File: src/rtl/dcw_pkg.sv
// Package with register map, field positions and encodings of the drive command word decoder.
package dcw_pkg;
    localparam logic [15:0] DCW_CMD_OFS = 16'h6040;
    localparam logic [15:0] DCW_MODE_OFS = 16'h6060;
    localparam logic [15:0] DCW_STATE_OFS = 16'h6064;
    localparam logic [15:0] DCW_CMD_RST = 16'h0000;
    localparam logic [15:0] DCW_CMD_WMASK = 16'h3afb | 16'h0004;
    localparam logic [2:0] DCW_MODE_RST = 3'h0;
    localparam int DCW_B_SWON = 0;
    localparam int DCW_B_DISV = 1;
    localparam int DCW_B_QSTOP = 2;
    localparam int DCW_B_ENOP = 3;
    localparam int DCW_B_MS1 = 4;
    localparam int DCW_B_MS2 = 5;
    localparam int DCW_B_MS3 = 6;
    localparam int DCW_B_FRST = 7;
    localparam int DCW_B_MS4 = 9;
    localparam int DCW_B_DBRK = 11;
    localparam int DCW_B_NLIM = 12;
    localparam int DCW_B_PLIM = 13;
    localparam logic [15:0] DCW_W_SHUTDOWN = 16'h0006;
    localparam logic [15:0] DCW_W_SWITCHON = 16'h0007;
    localparam logic [2:0] DCW_MODE_JOG = 3'h1;
    localparam logic [2:0] DCW_MODE_HOME = 3'h2;
    typedef enum logic [4:0] {
        DCW_ST_DISABLED = 5'h01,
        DCW_ST_READY = 5'h02,
        DCW_ST_SWON = 5'h04,
        DCW_ST_OPEN = 5'h08,
        DCW_ST_FAULT = 5'h10
    } dcw_state_e;
endpackage

File: src/rtl/dcw_wr_if.sv
// Interface carrying the decoded command word write strobe and data from the bus slave to the decoder.
`timescale 1ns/10ps
`default_nettype none
interface dcw_wr_if;
    logic cmd_we;
    logic [15:0] cmd_wdata;
    modport slave (output cmd_we, output cmd_wdata);
    modport core (input cmd_we, input cmd_wdata);
endinterface
`default_nettype wire

File: src/rtl/dcw_apb.sv
// APB slave that decodes writes to the command word and muxes read data.
`timescale 1ns/10ps
`default_nettype none
module dcw_apb (
    input wire logic pclk, // Bus clock.
    input wire logic presetn, // Asynchronous reset, active low.
    input wire logic psel, // Slave select.
    input wire logic penable, // Access phase.
    input wire logic pwrite, // Write direction.
    input wire logic [31:0] paddr, // Byte address.
    input wire logic [31:0] pwdata, // Write data.
    input wire logic [15:0] cmd_rd, // Stored command word.
    input wire logic [2:0] mode_rd, // Stored operating mode.
    input wire logic [4:0] state_rd, // Drive state.
    output logic [31:0] prdata, // Read data.
    output logic pslverr, // Error for unmapped address.
    output logic mode_we, // Mode write strobe.
    dcw_wr_if.slave wr // Command word write strobe.
);
    logic acc;
    logic hit_cmd;
    logic hit_mode;
    logic hit_state;

    // Zero-wait slave: every access completes in its first access cycle.
    assign acc = psel && penable;
    assign hit_cmd = paddr[15:0] == dcw_pkg::DCW_CMD_OFS && paddr[31:16] == 16'h0000;
    assign hit_mode = paddr[15:0] == dcw_pkg::DCW_MODE_OFS && paddr[31:16] == 16'h0000;
    assign hit_state = paddr[15:0] == dcw_pkg::DCW_STATE_OFS && paddr[31:16] == 16'h0000;
    assign wr.cmd_we = acc && pwrite && hit_cmd;
    assign wr.cmd_wdata = pwdata[15:0];
    assign mode_we = acc && pwrite && hit_mode;
    assign pslverr = acc && !(hit_cmd || hit_mode || hit_state);

    // Read data registered in setup phase so it is a flop output in access.
    always_ff @(posedge pclk or negedge presetn)
    begin
        if (!presetn)
            prdata <= 32'h00000000;
        else if (psel && !penable && !pwrite)
        begin
            if (hit_cmd)
                prdata <= {16'h0000, cmd_rd};
            else if (hit_mode)
                prdata <= {29'h00000000, mode_rd};
            else if (hit_state)
                prdata <= {27'h0000000, state_rd};
            else
                prdata <= 32'h00000000;
        end
    end
endmodule // dcw_apb
`default_nettype wire

File: src/rtl/dcw_top.sv
// Drive command word decoder with APB register access.
`timescale 1ns/10ps
`default_nettype none
module dcw_top (
    input wire logic pclk, // Clock, 100 MHz.
    input wire logic presetn, // Asynchronous reset, active low.
    input wire logic psel, // APB select.
    input wire logic penable, // APB enable.
    input wire logic pwrite, // APB write.
    input wire logic [31:0] paddr, // APB address.
    input wire logic [31:0] pwdata, // APB write data.
    output logic [31:0] prdata, // APB read data.
    output logic pready, // APB ready, always high.
    output logic pslverr, // APB error.
    input wire logic fault_in, // Fault report from drive, same clock.
    output logic [4:0] drive_state, // One-hot drive state.
    output logic quick_stop, // Quick stop active level.
    output logic fault_reset, // One-cycle fault reset pulse.
    output logic [1:0] jog_speed_sel, // Jog speed selector.
    output logic jog_plus, // Positive jog request.
    output logic jog_minus, // Negative jog request.
    output logic home_run, // Homing routine active.
    output logic dyn_brake, // Dynamic brake active.
    output logic neg_limit, // Commanded negative limit.
    output logic pos_limit // Commanded positive limit.
);
    dcw_wr_if wr ();
    logic [15:0] cmd;
    logic [15:0] prev;
    logic [2:0] mode;
    logic mode_we;
    logic pend;
    logic [15:0] rise;
    logic in_jog;
    logic in_home;
    dcw_pkg::dcw_state_e state;
    dcw_pkg::dcw_state_e next_state;

    assign pready = 1'b1;

    dcw_apb u_apb (
        .pclk(pclk),
        .presetn(presetn),
        .psel(psel),
        .penable(penable),
        .pwrite(pwrite),
        .paddr(paddr),
        .pwdata(pwdata),
        .cmd_rd(cmd),
        .mode_rd(mode),
        .state_rd(state),
        .prdata(prdata),
        .pslverr(pslverr),
        .mode_we(mode_we),
        .wr(wr)
    );

    // Reserved bits are masked on write so they always read back zero.
    always_ff @(posedge pclk or negedge presetn)
    begin
        if (!presetn)
            cmd <= dcw_pkg::DCW_CMD_RST;
        else if (wr.cmd_we)
            cmd <= wr.cmd_wdata & dcw_pkg::DCW_CMD_WMASK;
    end

    // Previous word is taken on each write so edges are judged per write.
    always_ff @(posedge pclk or negedge presetn)
    begin
        if (!presetn)
        begin
            prev <= dcw_pkg::DCW_CMD_RST;
            pend <= 1'b0;
        end
        else
        begin
            if (wr.cmd_we)
                prev <= cmd;
            pend <= wr.cmd_we;
        end
    end

    // Operating mode register, three bits.
    always_ff @(posedge pclk or negedge presetn)
    begin
        if (!presetn)
            mode <= dcw_pkg::DCW_MODE_RST;
        else if (mode_we)
            mode <= pwdata[2:0];
    end

    assign rise = pend ? (cmd & ~prev) : 16'h0000;
    assign in_jog = mode == dcw_pkg::DCW_MODE_JOG;
    assign in_home = mode == dcw_pkg::DCW_MODE_HOME;

    // State transitions; fault input first, then in fault only the fault reset edge, else whole-word commands before single-bit edges.
    always_comb
    begin
        next_state = state;
        if (fault_in)
            next_state = dcw_pkg::DCW_ST_FAULT;
        else if (state == dcw_pkg::DCW_ST_FAULT)
        begin
            if (rise[dcw_pkg::DCW_B_FRST])
                next_state = dcw_pkg::DCW_ST_DISABLED;
        end
        else if (pend && cmd == dcw_pkg::DCW_W_SHUTDOWN)
            next_state = dcw_pkg::DCW_ST_READY;
        else if (pend && cmd == dcw_pkg::DCW_W_SWITCHON)
            next_state = dcw_pkg::DCW_ST_SWON;
        else if (rise[dcw_pkg::DCW_B_DISV])
            next_state = dcw_pkg::DCW_ST_DISABLED;
        else if (rise[dcw_pkg::DCW_B_ENOP])
            next_state = dcw_pkg::DCW_ST_OPEN;
        else if (rise[dcw_pkg::DCW_B_SWON])
            next_state = dcw_pkg::DCW_ST_SWON;
    end

    always_ff @(posedge pclk or negedge presetn)
    begin
        if (!presetn)
            state <= dcw_pkg::DCW_ST_DISABLED;
        else
            state <= next_state;
    end
    assign drive_state = state;

    // Fault reset pulses once per rising edge; holding the bit gives no repeat.
    always_ff @(posedge pclk or negedge presetn)
    begin
        if (!presetn)
            fault_reset <= 1'b0;
        else
            fault_reset <= rise[dcw_pkg::DCW_B_FRST];
    end

    // Level outputs follow the stored word; mode bits act only in their mode.
    always_ff @(posedge pclk or negedge presetn)
    begin
        if (!presetn)
        begin
            quick_stop <= 1'b1;
            jog_speed_sel <= 2'h0;
            jog_plus <= 1'b0;
            jog_minus <= 1'b0;
            home_run <= 1'b0;
            dyn_brake <= 1'b0;
            neg_limit <= 1'b0;
            pos_limit <= 1'b0;
        end
        else
        begin
            quick_stop <= !cmd[dcw_pkg::DCW_B_QSTOP];
            jog_speed_sel[0] <= in_jog && cmd[dcw_pkg::DCW_B_MS1];
            jog_speed_sel[1] <= in_jog && cmd[dcw_pkg::DCW_B_MS4];
            jog_plus <= in_jog && cmd[dcw_pkg::DCW_B_MS2];
            jog_minus <= in_jog && cmd[dcw_pkg::DCW_B_MS3];
            home_run <= in_home && cmd[dcw_pkg::DCW_B_MS1];
            dyn_brake <= cmd[dcw_pkg::DCW_B_DBRK];
            neg_limit <= cmd[dcw_pkg::DCW_B_NLIM];
            pos_limit <= cmd[dcw_pkg::DCW_B_PLIM];
        end
    end

    // Checks on the decoded outputs and the stored command word.
    sw_on_edge_a: assert property (@(posedge pclk) disable iff (!presetn)
        (rise[0] && !rise[1] && !rise[3] && !fault_in && state != dcw_pkg::DCW_ST_FAULT
         && cmd != dcw_pkg::DCW_W_SHUTDOWN) |=> state == dcw_pkg::DCW_ST_SWON)
        else $error("switch on edge missed");
    dis_volt_edge_a: assert property (@(posedge pclk) disable iff (!presetn)
        (rise[1] && !fault_in && state != dcw_pkg::DCW_ST_FAULT && cmd != dcw_pkg::DCW_W_SHUTDOWN
         && cmd != dcw_pkg::DCW_W_SWITCHON) |=> state == dcw_pkg::DCW_ST_DISABLED)
        else $error("disable voltage edge missed");
    quick_stop_a: assert property (@(posedge pclk) disable iff (!presetn)
        !cmd[2] ##1 !$past(wr.cmd_we) |-> quick_stop)
        else $error("quick stop not active");
    en_op_edge_a: assert property (@(posedge pclk) disable iff (!presetn)
        (rise[3] && !rise[1] && !fault_in && state != dcw_pkg::DCW_ST_FAULT && cmd != dcw_pkg::DCW_W_SHUTDOWN
         && cmd != dcw_pkg::DCW_W_SWITCHON) |=> state == dcw_pkg::DCW_ST_OPEN)
        else $error("enable operation edge missed");
    jog_plus_a: assert property (@(posedge pclk) disable iff (!presetn)
        1'b1 |=> jog_plus == $past(in_jog && cmd[5]))
        else $error("jog plus wrong");
    jog_minus_a: assert property (@(posedge pclk) disable iff (!presetn)
        1'b1 |=> jog_minus == $past(in_jog && cmd[6]))
        else $error("jog minus wrong");
    fault_once_a: assert property (@(posedge pclk) disable iff (!presetn)
        fault_reset |=> !fault_reset)
        else $error("fault reset repeated");
    resv_zero_a: assert property (@(posedge pclk) disable iff (!presetn)
        (cmd & 16'hc500) == 16'h0000)
        else $error("reserved bits set");
    brake_follow_a: assert property (@(posedge pclk) disable iff (!presetn)
        1'b1 |=> dyn_brake == $past(cmd[11]))
        else $error("dynamic brake wrong");
    shutdown_word_a: assert property (@(posedge pclk) disable iff (!presetn)
        (pend && cmd == 16'h0006 && !fault_in && state != dcw_pkg::DCW_ST_FAULT)
        |=> state == dcw_pkg::DCW_ST_READY)
        else $error("shutdown word ignored");
endmodule // dcw_top
`default_nettype wire

File: config.mk
export PLATFORM = sky130hd
export DESIGN_NAME = dcw_top
export DESIGN_NICKNAME = d
export VERILOG_FILES = /design/src/rtl/dcw_pkg.sv /design/src/rtl/dcw_wr_if.sv /design/src/rtl/dcw_apb.sv /design/src/rtl/dcw_top.sv
export SDC_FILE = /design/constraint.sdc
export NUM_CORES = 1
export LEC_CHECK = 0
export BUFFER_PORTS_ARGS = -buffer_cell sky130_fd_sc_hd__buf_2
export CELL_PAD_IN_SITES_DETAIL_PLACEMENT = 0
export CELL_PAD_IN_SITES_GLOBAL_PLACEMENT = 2
export CORE_ASPECT_RATIO = 0.9
export CORE_MARGIN = 2
export CORE_UTILIZATION = 24
export CTS_CLUSTER_SIZE = 40
export DETAILED_ROUTE_END_ITERATION = 12
export PLACE_DENSITY = 0.83
export SYNTH_ARGS = -nofsm -noshare
export SYNTH_HDL_FRONTEND = slang
export SYNTH_SLANG_ARGS = --single-unit
File: constraint.sdc
create_clock -name pclk -period 1.6 [get_ports pclk]
set_input_delay 0.16 -clock pclk [delete_from_list [all_inputs] [get_ports pclk]]
set_output_delay 0.16 -clock pclk [all_outputs]
set_load 0.05 [all_outputs]
==> results of run 1 <==
path summary, 6_finish.rpt:
path                                from        endpoint  slack [ps]  cells past startpoint
worst min register to register   prev[7]     fault_reset         470                      1
min in group asynchronous        presetn       dyn_brake         330                      2
worst max-delay path             cmd[13]  drive_state[4]          60                      5
max in group asynchronous        presetn      quick_stop         730                      3
worst max register to register   cmd[13]  drive_state[4]          60                      5
worst min-delay path            fault_in  drive_state[1]          70                      2
repair_timing:
action / 4_1_cts / 5_1_grt
resized for setup: 7 / 9
setup buffers: 1 / 0
hold buffers: 1 / 0
hold endpoints to repair: 17 / 0
pin swaps: 4 / 3
setup endpoints to repair: 2 / 9
kinds of logic (layout without fill, tap and decap cells):
family                 after synthesis  count (layout)  share of synthesized area (%)
AO/OA/AOI/OAI                       26              26                          8.703
other                                2              21                         0.3244
buffers and inverters               37             120                          9.837
AND/OR/NAND/NOR                     63              63                          17.89
multiplexers                        22              22                          12.32
flip-flops                          47              47                          50.92
per-layer routing:
| layer | global-route usage (%) | vias to the layer above | share of wire (%) |
|---|---|---|---|
| li1 | - | 874 | - |
| met3 | 2.817 | 5 | 5.9 |
| met5 | 0 | - | 0 |
| met4 | 2.071 | 0 | 0.64 |
| met2 | 17.08 | 59 | 47 |
| met1 | 16.35 | 892 | 47 |
cell usage in the layout, fill, tap and decap left out, types with 2 or more instances in the layout:
master	Yosys	final
nor4_2	4	4
o41ai_1	7	6
buf_4	21	22
o31ai_1	5	5
conb_1	2	21
inv_6	0	2
or2_2	1	2
nor4_4	1	3
mux2_2	12	12
nor2_1	4	3
buf_12	0	3
dfrtp_1	45	45
mux2_4	10	10
inv_1	9	9
nand2_1	15	15
nor4b_4	0	2
nor4b_2	0	2
and2_1	5	5
nand2b_1	2	2
nand3_1	4	2
a21oi_1	2	2
dfstp_2	2	2
buf_2	1	76
a22oi_1	6	6
nand4_1	2	2
nor2b_1	4	4
clkbuf_8	0	5
nand3b_1	4	4
state kept, by name (all words and copies together) (netlist names), 2 cells and up:
name,cells
cmd,12
drive_state,5
jog_speed_sel,2
mode,3
prev,4
u_apb.prdata,12
critical path, stage by stage, from the launching register on:
cell and delay [ps]:
dfrtp_1 400, nor4_2 320, buf_4 180, nand3_4 80, and3_4 200, a311o_1 250
stage by stage:
stage                     total power [mW]  hold WS (ps)  std cells  setup TNS, ps
after floorplan                      1.399        -135.6        216         -821.7
after global placement               1.476         140.4        411          -3601
after detailed placement             1.478         138.8        411          -3894
after CTS                            2.217         64.50        421              0
after global routing                 2.303         71.44        421         -19.22
final                                2.202         67.33        421              0
cell type report:
class	instances	share of cell area [%]
timing repair buffer	103	19.72
sequential	47	37.07
clock buffer	5	2.165
multi-input combinational	132	34.47
clock inverter	3	0.7084
inverter	9	1.063
tap	122	4.801
power by group:
group	switching [mW]	internal, mW	total, mW
Combinational	0.198	0.0792	0.278
Sequential	0.000000000522	1.19	1.19
Clock	0.420	0.316	0.737
==> impl_metrics.sql, run 1 <==
INSERT INTO impl_metrics (metric_group, metric, value, unit) VALUES
('logic_synthesis', 'synth_area_leader', 'dfrtp_1', ''),
('grt', 'grt_max_degree', '25', ''),
('clock_network', 'cts_inserted_buffers', '5', ''),
('layout', 'drive_gt1_share', '51.84', '%'),
('setup_path', 'required', '1790', 'ps'),
('clock_network', 'clkLatencyLatePin', '300', 'ps'),
('layout', 'area_growth', '37.35', '%'),
('power_and_ir_drop', 'power_density', '692.5', 'nW/µm²'),
('logic_synthesis', 'synth_cell_type_count', '41', ''),
('setup_path', 'worstSetupEndpointType', 'flop', ''),
('sta', 'maxSlewHeadroom', '66.51', '%'),
('sta', 'worst-slew-pin-transition', '502.3', 'ps'),
('sta', 'final_max_slew_viol_count', '0', ''),
('sta', 'final_hold_violations', '0', ''),
('route', 'post-route-drc-count', '0', ''),
('logic_synthesis', 'synth.top_cell.area_share', '48.65', '%'),
('clock_network', 'tritoncts', 'yes', ''),
('logic_synthesis', 'ys_seq_area_share', '50.92', '%'),
('logic_synthesis', 'async_flop_share', '100.0', '%'),
('sta', 'setup_slack', '60.94', 'ps'),
('clock_network', 'path_clk_slew', '100', 'ps'),
('sta', 'worst_clock_skew', '9.930', 'ps'),
('logic_synthesis', 'synth-warning-count', '0', ''),
('floorplan', 'floorplan.initialDensity', '25.03', '%'),
('route', 'route.detailed.vias_per_inst', '4.347', ''),
('sta', 'setup-violations-final', '0', ''),
('floorplan', 'placeableCoreArea', '9249', 'µm²'),
('route', 'post_drt_wl_per_cell', '13.71', 'µm'),
('logic_synthesis', 'synth_enable_flop_cells', '0', ''),
('floorplan', 'std_cell_rows', '33', ''),
('logic_synthesis', 'synthFlopType', 'dfrtp_1', ''),
('grt', 'global_route_wire_length_before_repair', '9328', 'µm'),
('placement', 'globalplace.congestion', '0.7856', ''),
('layout', 'layout.nets', '368', ''),
('run_status', 'result_of_the_run', 'completed', ''),
('clock_network', 'clock-root-buffer', 'clkbuf_8', ''),
('floorplan', 'die_height', '97.17', 'µm'),
('grt', 'grt_pass1_vias', '1814', ''),
('route', 'num_vias', '1830', ''),
('sta', 'grt_setup_unrepaired', 'yes', ''),
('sta', 'layout_min_cycle_time', '1539', 'ps'),
('layout', 'final_area', '3179', 'µm²'),
('route', 'drt_first_pass_iters', '4', ''),
('grt', 'grt_remaining_overflow', '0', ''),
('floorplan', 'design.portCount', '119', ''),
('route', 'first_iter_violations', '64', ''),
('clock_network', 'clock_sinks', '47', ''),
('route', 'route.antenna.remaining_nets', '0', ''),
('setup_path', 'worstSetupPathType', 'flop to flop', ''),
('placement', 'dpl-instance-area', '2988', 'µm²'),
('layout', 'antenna-diode-count', '0', ''),
('min_path', 'worst_hold_path_type', 'input port to flop', ''),
('logic_synthesis', 'synth_top_cells_by_area', 'dfrtp_1 49%, buf_4 6.8%, mux2_4 6.5%', ''),
('flow_run', 'drv_cap', '0', ''),
('power_and_ir_drop', 'peak_supply_drop', '301.5', 'µV'),
('logic_synthesis', 'syn-instance-count', '197', ''),
('logic_synthesis', 'yosys.cell_count.top_type', 'dfrtp_1', ''),
('placement', 'port_buffers', '77', ''),
('logic_synthesis', 'synth_common_cells', '45 x dfrtp_1, 21 x buf_4, 15 x nand2_1', ''),
('floorplan', 'die_w', '107.5', 'µm'),
('setup_path', 'kind_of_launch_point_of_the_worst_setup_path', 'flop', ''),
('layout', 'num-fill-cells', '938', ''),
('grt', 'antenna_found_initial', '0', ''),
('sta', 'post_route_fraction_of_the_period_consumed_by_the_critical_path', '96.19', '%'),
('layout', 'multiInputGateArea', '1096', 'µm²'),
('floorplan', 'die_area', '10450', 'µm²'),
('logic_synthesis', 'synthesis.area', '2315', 'µm²'),
('clock_network', 'cts.htree.levels', '2', ''),
('route', 'wirelength', '5773', 'µm'),
('logic_synthesis', 'yosys_register_bits', '47', ''),
('placement', 'dpl_wire_length', '4547', 'µm'),
('setup_path', 'worst_path_arrival', '1730', 'ps'),
('layout', 'ff_latch_area', '1179', 'µm²'),
('setup_path', 'maximum_fanout_along_the_worst_path', '2', ''),
('sta', 'clock.fmax', '0.6497', 'GHz'),
('placement', 'dp_worst_setup_slack', '-207.8', 'ps'),
('clock_network', 'cts-root-to-sink-buffers', '2', ''),
('power_and_ir_drop', 'cellLeakagePower', '1.566', 'nW'),
('grt', 'global_route.usage.total', '11.26', '%'),
('logic_synthesis', 'avgSynthCellArea', '11.75', 'µm²'),
('layout', 'util_after_layout', '34.38', '%');
Power figures use the tool's default switching activity.
==> inputs of run 2 (changes only) <==
--- a/config.mk
+++ b/config.mk
@@ -6,14 +6,12 @@
 export NUM_CORES = 1
 export LEC_CHECK = 0
 export BUFFER_PORTS_ARGS = -buffer_cell sky130_fd_sc_hd__buf_2
-export CELL_PAD_IN_SITES_DETAIL_PLACEMENT = 0
-export CELL_PAD_IN_SITES_GLOBAL_PLACEMENT = 2
 export CORE_ASPECT_RATIO = 0.9
 export CORE_MARGIN = 2
-export CORE_UTILIZATION = 24
+export CORE_UTILIZATION = 30
 export CTS_CLUSTER_SIZE = 40
 export DETAILED_ROUTE_END_ITERATION = 12
-export PLACE_DENSITY = 0.83
+export PLACE_DENSITY = 0.67
 export SYNTH_ARGS = -nofsm -noshare
 export SYNTH_HDL_FRONTEND = slang
 export SYNTH_SLANG_ARGS = --single-unit
==> run 2 against run 1 <==
- count of clock-buffer cells in the layout unchanged
- combinational power down 2%
- register-to-register slack improved by 40 ps
- critical path type is now input port to primary output
- largest cell class unchanged
==> impl_metrics.sql, run 2 (synthesized netlist as in run 1, its figures left out) <==
INSERT INTO impl_metrics (metric_group, metric, value, unit) VALUES
('setup_path', 'critical_path.n_buffers_inverters', '3', ''),
('setup_path', 'critical_path.cell_chain', 'buf_2, nor4b_4, nand4_1, buf_4, o311a_1, buf_6', ''),
('power_and_ir_drop', 'cellLeakagePower', '1.558', 'nW'),
('clock_network', 'clkLatencyLatePin', '300', 'ps'),
('layout', 'layout_commonest_cell', 'buf_2', ''),
('setup_path', 'required', '1440', 'ps'),
('setup_path', 'worst_path_arrival', '1350', 'ps'),
('sta', 'clock.fmax', '0.6623', 'GHz'),
('clock_network', 'path_clk_slew', '80', 'ps'),
('route', 'num_vias', '1780', ''),
('clock_network', 'cts-root-to-sink-buffers', '2', ''),
('sta', 'worst_clock_skew', '8.005', 'ps'),
('route', 'route.antenna.remaining_nets', '0', ''),
('grt', 'antenna_found_initial', '0', ''),
('layout', 'layout.nets', '366', ''),
('clock_network', 'cts.htree.levels', '2', ''),
('sta', 'maxSlewHeadroom', '60.33', '%'),
('route', 'post_drt_wl_per_cell', '14.27', 'µm'),
('setup_path', 'critPathSlowestCell', 'nor4b_4', ''),
('grt', 'grt_remaining_overflow', '0', ''),
('placement', 'port_buffers', '77', ''),
('route', 'drt_first_pass_iters', '4', ''),
('grt', 'global_route.usage.total', '13.13', '%'),
('setup_path', 'cp_top_family', 'simple AND/OR/NAND/NOR gates', ''),
('layout', 'area_growth', '34.54', '%'),
('route', 'post-route-drc-count', '0', ''),
('sta', 'fin_worst_hold_slack', '70.10', 'ps'),
('clock_network', 'cts_inserted_buffers', '5', ''),
('floorplan', 'die_area', '8435', 'µm²'),
('sta', 'tns', '0', 'ps'),
('placement', 'dpl_wire_length', '4230', 'µm'),
('layout', 'antenna-diode-count', '0', ''),
('clock_network', 'tritoncts', 'yes', ''),
('setup_path', 'kind_of_launch_point_of_the_worst_setup_path', 'input port', ''),
('setup_path', 'worstSetupEndpointType', 'primary output', ''),
('floorplan', 'std_cell_rows', '30', ''),
('setup_path', 'maximum_fanout_along_the_worst_path', '2', ''),
('layout', 'util_after_layout', '41.48', '%'),
('sta', 'final_max_slew_viol_count', '0', ''),
('flow_run', 'drv_cap', '0', ''),
('power_and_ir_drop', 'peak_supply_drop', '339.2', 'µV'),
('setup_path', 'slowest_delay', '300', 'ps'),
('floorplan', 'design.portCount', '119', ''),
('sta', 'grt_setup_unrepaired', 'no', ''),
('route', 'first_iter_violations', '76', ''),
('floorplan', 'die_w', '96.59', 'µm'),
('min_path', 'worst_hold_path_type', 'input port to flop', ''),
('route', 'wirelength', '5593', 'µm'),
('floorplan', 'die_height', '87.33', 'µm'),
('sta', 'post_route_fraction_of_the_period_consumed_by_the_critical_path', '94.37', '%'),
('run_status', 'result_of_the_run', 'completed', ''),
('placement', 'globalplace.congestion', '0.8127', ''),
('sta', 'setup-violations-final', '0', ''),
('clock_network', 'clock_sinks', '47', ''),
('floorplan', 'placeableCoreArea', '7507', 'µm²'),
('layout', 'mostFrequentLayoutCells', '74 x buf_2, 45 x dfrtp_1, 21 x conb_1, 21 x buf_4, 15 x nand2_1', ''),
('layout', 'drive_gt1_share', '51.69', '%'),
('sta', 'worst-slew-pin-transition', '593.7', 'ps'),
('grt', 'global_route_wire_length_before_repair', '8424', 'µm'),
('setup_path', 'worstSetupPathType', 'input port to primary output', ''),
('power_and_ir_drop', 'power_density', '687.0', 'nW/µm²'),
('clock_network', 'clock-root-buffer', 'clkbuf_8', ''),
('grt', 'grt_max_degree', '48', ''),
('sta', 'final_hold_violations', '0', ''),
('floorplan', 'floorplan.initialDensity', '30.83', '%'),
('grt', 'grt_pass1_vias', '1736', ''),
('sta', 'layout_min_cycle_time', '1510', 'ps'),
('route', 'route.detailed.vias_per_inst', '4.541', '');
-- run 2: changes by cell type in the layout (fill, tap and decap cells not counted), moves of 2 or more --
| cell | delta |
|---|---|
| buf_2 | -2 |
| nor4_4 | -2 |
| nor4_2 | +2 |
| inv_6 | -2 |
| buf_6 | +2 |
-- run 2: power by group --
part	total [mW]	leakage [nW]	switching, mW	internal [mW]
combinational	0.272	0.869	0.194	0.0775
sequential	1.19	0.645	0.000000000515	1.19
clock	0.681	0.0440	0.382	0.299
-- run 2: cell type report --
| type | instances | area, µm² |
|---|---|---|
| Multi-Input combinational cell | 132 | 1087 |
| Tap cell | 96 | 120.1 |
| Inverter | 9 | 33.78 |
| Clock inverter | 2 | 13.76 |
| Fill cell | 728 | 4393 |
| Sequential cell | 47 | 1179 |
| Timing Repair Buffer | 101 | 611.8 |
| Clock buffer | 5 | 68.82 |
-- run 2: final timing paths --
path | start | endpoint | slack, ps | cells past startpoint
worst max-delay path | paddr[11] | pslverr | 90 | 6
worst min-delay path | fault_in | drive_state[1] | 70 | 2
worst max register to register | cmd[13] | drive_state[4] | 100 | 5
worst min register to register | prev[7] | fault_reset | 460 | 1
max in group asynchronous | presetn | drive_state[0] | 950 | 3
min in group asynchronous | presetn | jog_minus | 360 | 3
-- run 2: through the flow --
| stage | std cells | instance area, µm² | power (mW) | worst slack, ps |
|---|---|---|---|---|
| after floorplan | 216 | 2430 | 1.399 | -78.01 |
| after global placement | 383 | 2928 | 1.467 | -186.0 |
| after detailed placement | 383 | 2928 | 1.469 | -192.7 |
| after global routing | 392 | 3114 | 2.236 | 0.4197 |
| final | 392 | 3114 | 2.139 | 90.00 |
| after CTS | 392 | 3044 | 2.153 | 8.151 |
-- run 2: repair_timing --
| item | CTS | global route |
|---|---|---|
| gates resized for setup | 3 | 14 |
| pin swaps | 4 | 5 |
| setup endpoints to repair | 2 | 15 |
| setup buffers | 1 | 0 |
| hold buffers | 1 | 0 |
| hold endpoints to repair | 45 | 0 |
-- run 2: layer usage --
| layer | GRT usage [%] | up-vias | wire length (µm) |
|---|---|---|---|
| met1 | 17.67 | 860 | 2473 |
| met3 | 3.203 | 11 | 280 |
| met4 | 3.201 | 0 | 69 |
| met2 | 21.28 | 47 | 2770 |
| met5 | 0 | - | 0 |
| li1 | - | 862 | - |
==> inputs of run 3 (changes only) <==
--- a/config.mk
+++ b/config.mk
@@ -8,10 +8,10 @@
 export BUFFER_PORTS_ARGS = -buffer_cell sky130_fd_sc_hd__buf_2
 export CORE_ASPECT_RATIO = 0.9
 export CORE_MARGIN = 2
-export CORE_UTILIZATION = 30
+export CORE_UTILIZATION = 41
 export CTS_CLUSTER_SIZE = 40
 export DETAILED_ROUTE_END_ITERATION = 12
-export PLACE_DENSITY = 0.67
+export PLACE_DENSITY = 0.84
 export SYNTH_ARGS = -nofsm -noshare
 export SYNTH_HDL_FRONTEND = slang
 export SYNTH_SLANG_ARGS = --single-unit
==> run 3 against run 2 <==
- hold slack gained 9.8 ps
- non-clock buffer count grew 3
- core utilization grew 16 points
- cell area shrank 1.6%
- sequential cell count is the same
- clock skew grew 5.9 ps
- sequential share of layout area grew 0.63 points
- wire length shrank 2.5%
- highest routed layer unchanged
- die area shrank 26%
==> impl_metrics.sql, run 3 (synthesized netlist as in run 1, its figures left out) <==
INSERT INTO impl_metrics (metric_group, metric, value, unit) VALUES
('placement', 'dpl_wire_length', '4015', 'µm'),
('run_status', 'result_of_the_run', 'completed', ''),
('sta', 'final_hold_violations', '0', ''),
('floorplan', 'die_area', '6263', 'µm²'),
('sta', 'setup_slack', '27.84', 'ps'),
('floorplan', 'design.portCount', '119', ''),
('placement', 'dp_worst_setup_slack', '-181.6', 'ps'),
('layout', 'num-fill-cells', '456', ''),
('route', 'routed-wl-met2', '2721', 'µm'),
('sta', 'fin_worst_hold_slack', '79.89', 'ps'),
('setup_path', 'worstSetupPathType', 'flop to flop', ''),
('sta', 'maxSlewHeadroom', '61.13', '%'),
('route', 'first_iter_violations', '100', ''),
('setup_path', 'slowest_delay', '410', 'ps'),
('grt', 'grt_remaining_overflow', '0', ''),
('route', 'post-route-drc-count', '0', ''),
('floorplan', 'die_height', '75.28', 'µm'),
('floorplan', 'placeableCoreArea', '5349', 'µm²'),
('sta', 'clock.fmax', '0.6361', 'GHz'),
('route', 'detail_route.wirelength.met1', '2283', 'µm'),
('clock_network', 'tritoncts', 'yes', ''),
('placement', 'globalplace.congestion', '0.8474', ''),
('route', 'drt_first_pass_iters', '4', ''),
('layout', 'util_after_layout', '57.26', '%'),
('setup_path', 'worst_path_arrival', '1760', 'ps'),
('setup_path', 'rr_worst_depth', '5', ''),
('min_path', 'worst_hold_path_type', 'input port to flop', ''),
('setup_path', 'kind_of_launch_point_of_the_worst_setup_path', 'flop', ''),
('setup_path', 'maximum_fanout_along_the_worst_path', '2', ''),
('sta', 'worst-slew-pin-transition', '583.0', 'ps'),
('floorplan', 'die_w', '83.20', 'µm'),
('setup_path', 'worstSetupEndpointType', 'flop', ''),
('floorplan', 'floorplan.initialDensity', '43.27', '%'),
('layout', 'drive_gt1_share', '51.00', '%'),
('grt', 'antenna_found_initial', '0', ''),
('min_path', 'worst_hold_path.num_cells', '2', ''),
('layout', 'multiInputGateArea', '1077', 'µm²'),
('layout', 'area_growth', '32.32', '%'),
('power_and_ir_drop', 'cellLeakagePower', '1.545', 'nW'),
('clock_network', 'path_clk_slew', '90', 'ps'),
('grt', 'grt_pass1_vias', '1745', ''),
('layout', 'layout_commonest_cell', 'buf_2', ''),
('grt', 'grt_max_degree', '48', ''),
('setup_path', 'critPathSlowestCell', 'dfrtp_1', ''),
('setup_path', 'critical_path.n_buffers_inverters', '1', ''),
('clock_network', 'clock-root-buffer', 'clkbuf_8', ''),
('layout', 'mostFrequentLayoutCells', '77 x buf_2, 45 x dfrtp_1, 25 x buf_4', ''),
('route', 'route.antenna.remaining_nets', '0', ''),
('grt', 'global_route.usage.total', '17.33', '%'),
('layout', 'final_cells', '367', ''),
('route', 'route.detailed.vias_per_inst', '5.038', ''),
('sta', 'worst_clock_skew', '13.95', 'ps'),
('placement', 'placed_cell_count', '357', ''),
('route', 'met3WireLength', '332', 'µm'),
('route', 'post_drt_wl_per_cell', '14.86', 'µm'),
('grt', 'global_route_wire_length_before_repair', '8280', 'µm'),
('clock_network', 'clkLatencyLatePin', '310', 'ps'),
('route', 'num_vias', '1849', ''),
('route', 'top_layer', 'met4', ''),
('setup_path', 'cp_top_family', 'simple AND/OR/NAND/NOR gates', ''),
('clock_network', 'clock_sinks', '47', ''),
('setup_path', 'required', '1790', 'ps'),
('clock_network', 'cts.htree.levels', '2', ''),
('floorplan', 'std_cell_rows', '25', ''),
('sta', 'final_max_slew_viol_count', '0', ''),
('flow_run', 'drv_cap', '0', ''),
('clock_network', 'cts_inserted_buffers', '5', ''),
('setup_path', 'critical_path.cell_chain', 'nor4_2, buf_4, nand3_4, and3_4, a311o_1', ''),
('layout', 'layout.nets', '369', ''),
('sta', 'setup-violations-final', '0', ''),
('sta', 'layout_min_cycle_time', '1572', 'ps'),
('layout', 'antenna-diode-count', '0', ''),
('setup_path', 'worst-path-stages', '5', ''),
('clock_network', 'cts-root-to-sink-buffers', '2', ''),
('power_and_ir_drop', 'power_density', '702.8', 'nW/µm²'),
('sta', 'post_route_fraction_of_the_period_consumed_by_the_critical_path', '98.26', '%'),
('route', 'wirelength', '5452', 'µm'),
('power_and_ir_drop', 'peak_supply_drop', '452.9', 'µV'),
('layout', 'ff_latch_area', '1179', 'µm²'),
('placement', 'port_buffers', '77', '');
[run 3: power breakdown]
group | leakage, nW | internal, mW | switching [mW]
sequential | 0.645 | 1.19 | 0.000000000528
clock | 0.0452 | 0.309 | 0.402
combinational | 0.855 | 0.0670 | 0.188
[run 3: worst paths after layout]
path | slack [ps] | endpoint | startpoint
max | 30 | drive_state[4] | cmd[9]
min in group asynchronous | 480 | u_apb.prdata[11] | presetn
max reg2reg | 30 | drive_state[4] | cmd[9]
min | 80 | cmd[11] | pwdata[11]
min reg2reg | 480 | u_apb.prdata[13] | u_apb.prdata[13]
max in group asynchronous | 710 | drive_state[3] | presetn
[run 3: cell type report]
class	count	share of cell area [%]
multi-input cells	132	35.17
flip-flops and latches	47	38.48
clock inverters	2	0.4493
clock buffers	6	2.369
well taps	67	2.737
repair buffers	104	19.69
inverters	9	1.103
[run 3: what timing repair did]
| action | CTS | global route |
|---|---|---|
| hold endpoints to repair | 45 | 0 |
| setup buffers | 0 | 1 |
| gates resized for setup | 5 | 5 |
| setup endpoints to repair | 2 | 4 |
| hold buffers | 1 | 0 |
| pin swaps | 2 | 3 |
[run 3: metrics by stage]
step	TNS, ps	cell area, µm²	total power, mW
finish	0	3063	2.153
CTS	0	3020	2.171
global placement	-2435	2902	1.461
global route	-14.21	3063	2.242
detailed placement	-3255	2902	1.464
floorplan	-821.7	2430	1.399
[run 3: worst register-to-register path, stage by stage, from the launching register on]
cell and delay (ps):
dfrtp_1 410, nor4_2 280, buf_4 170, nand3_4 80, and3_4 200, a311o_1 300
[run 3: routing by layer]
| metal | vias up | GRT usage [%] |
|---|---|---|
| met3 | 11 | 4.496 |
| li1 | 875 | - |
| met2 | 76 | 28.32 |
| met4 | 0 | 7.650 |
| met5 | - | 0 |
| met1 | 887 | 22.23 |
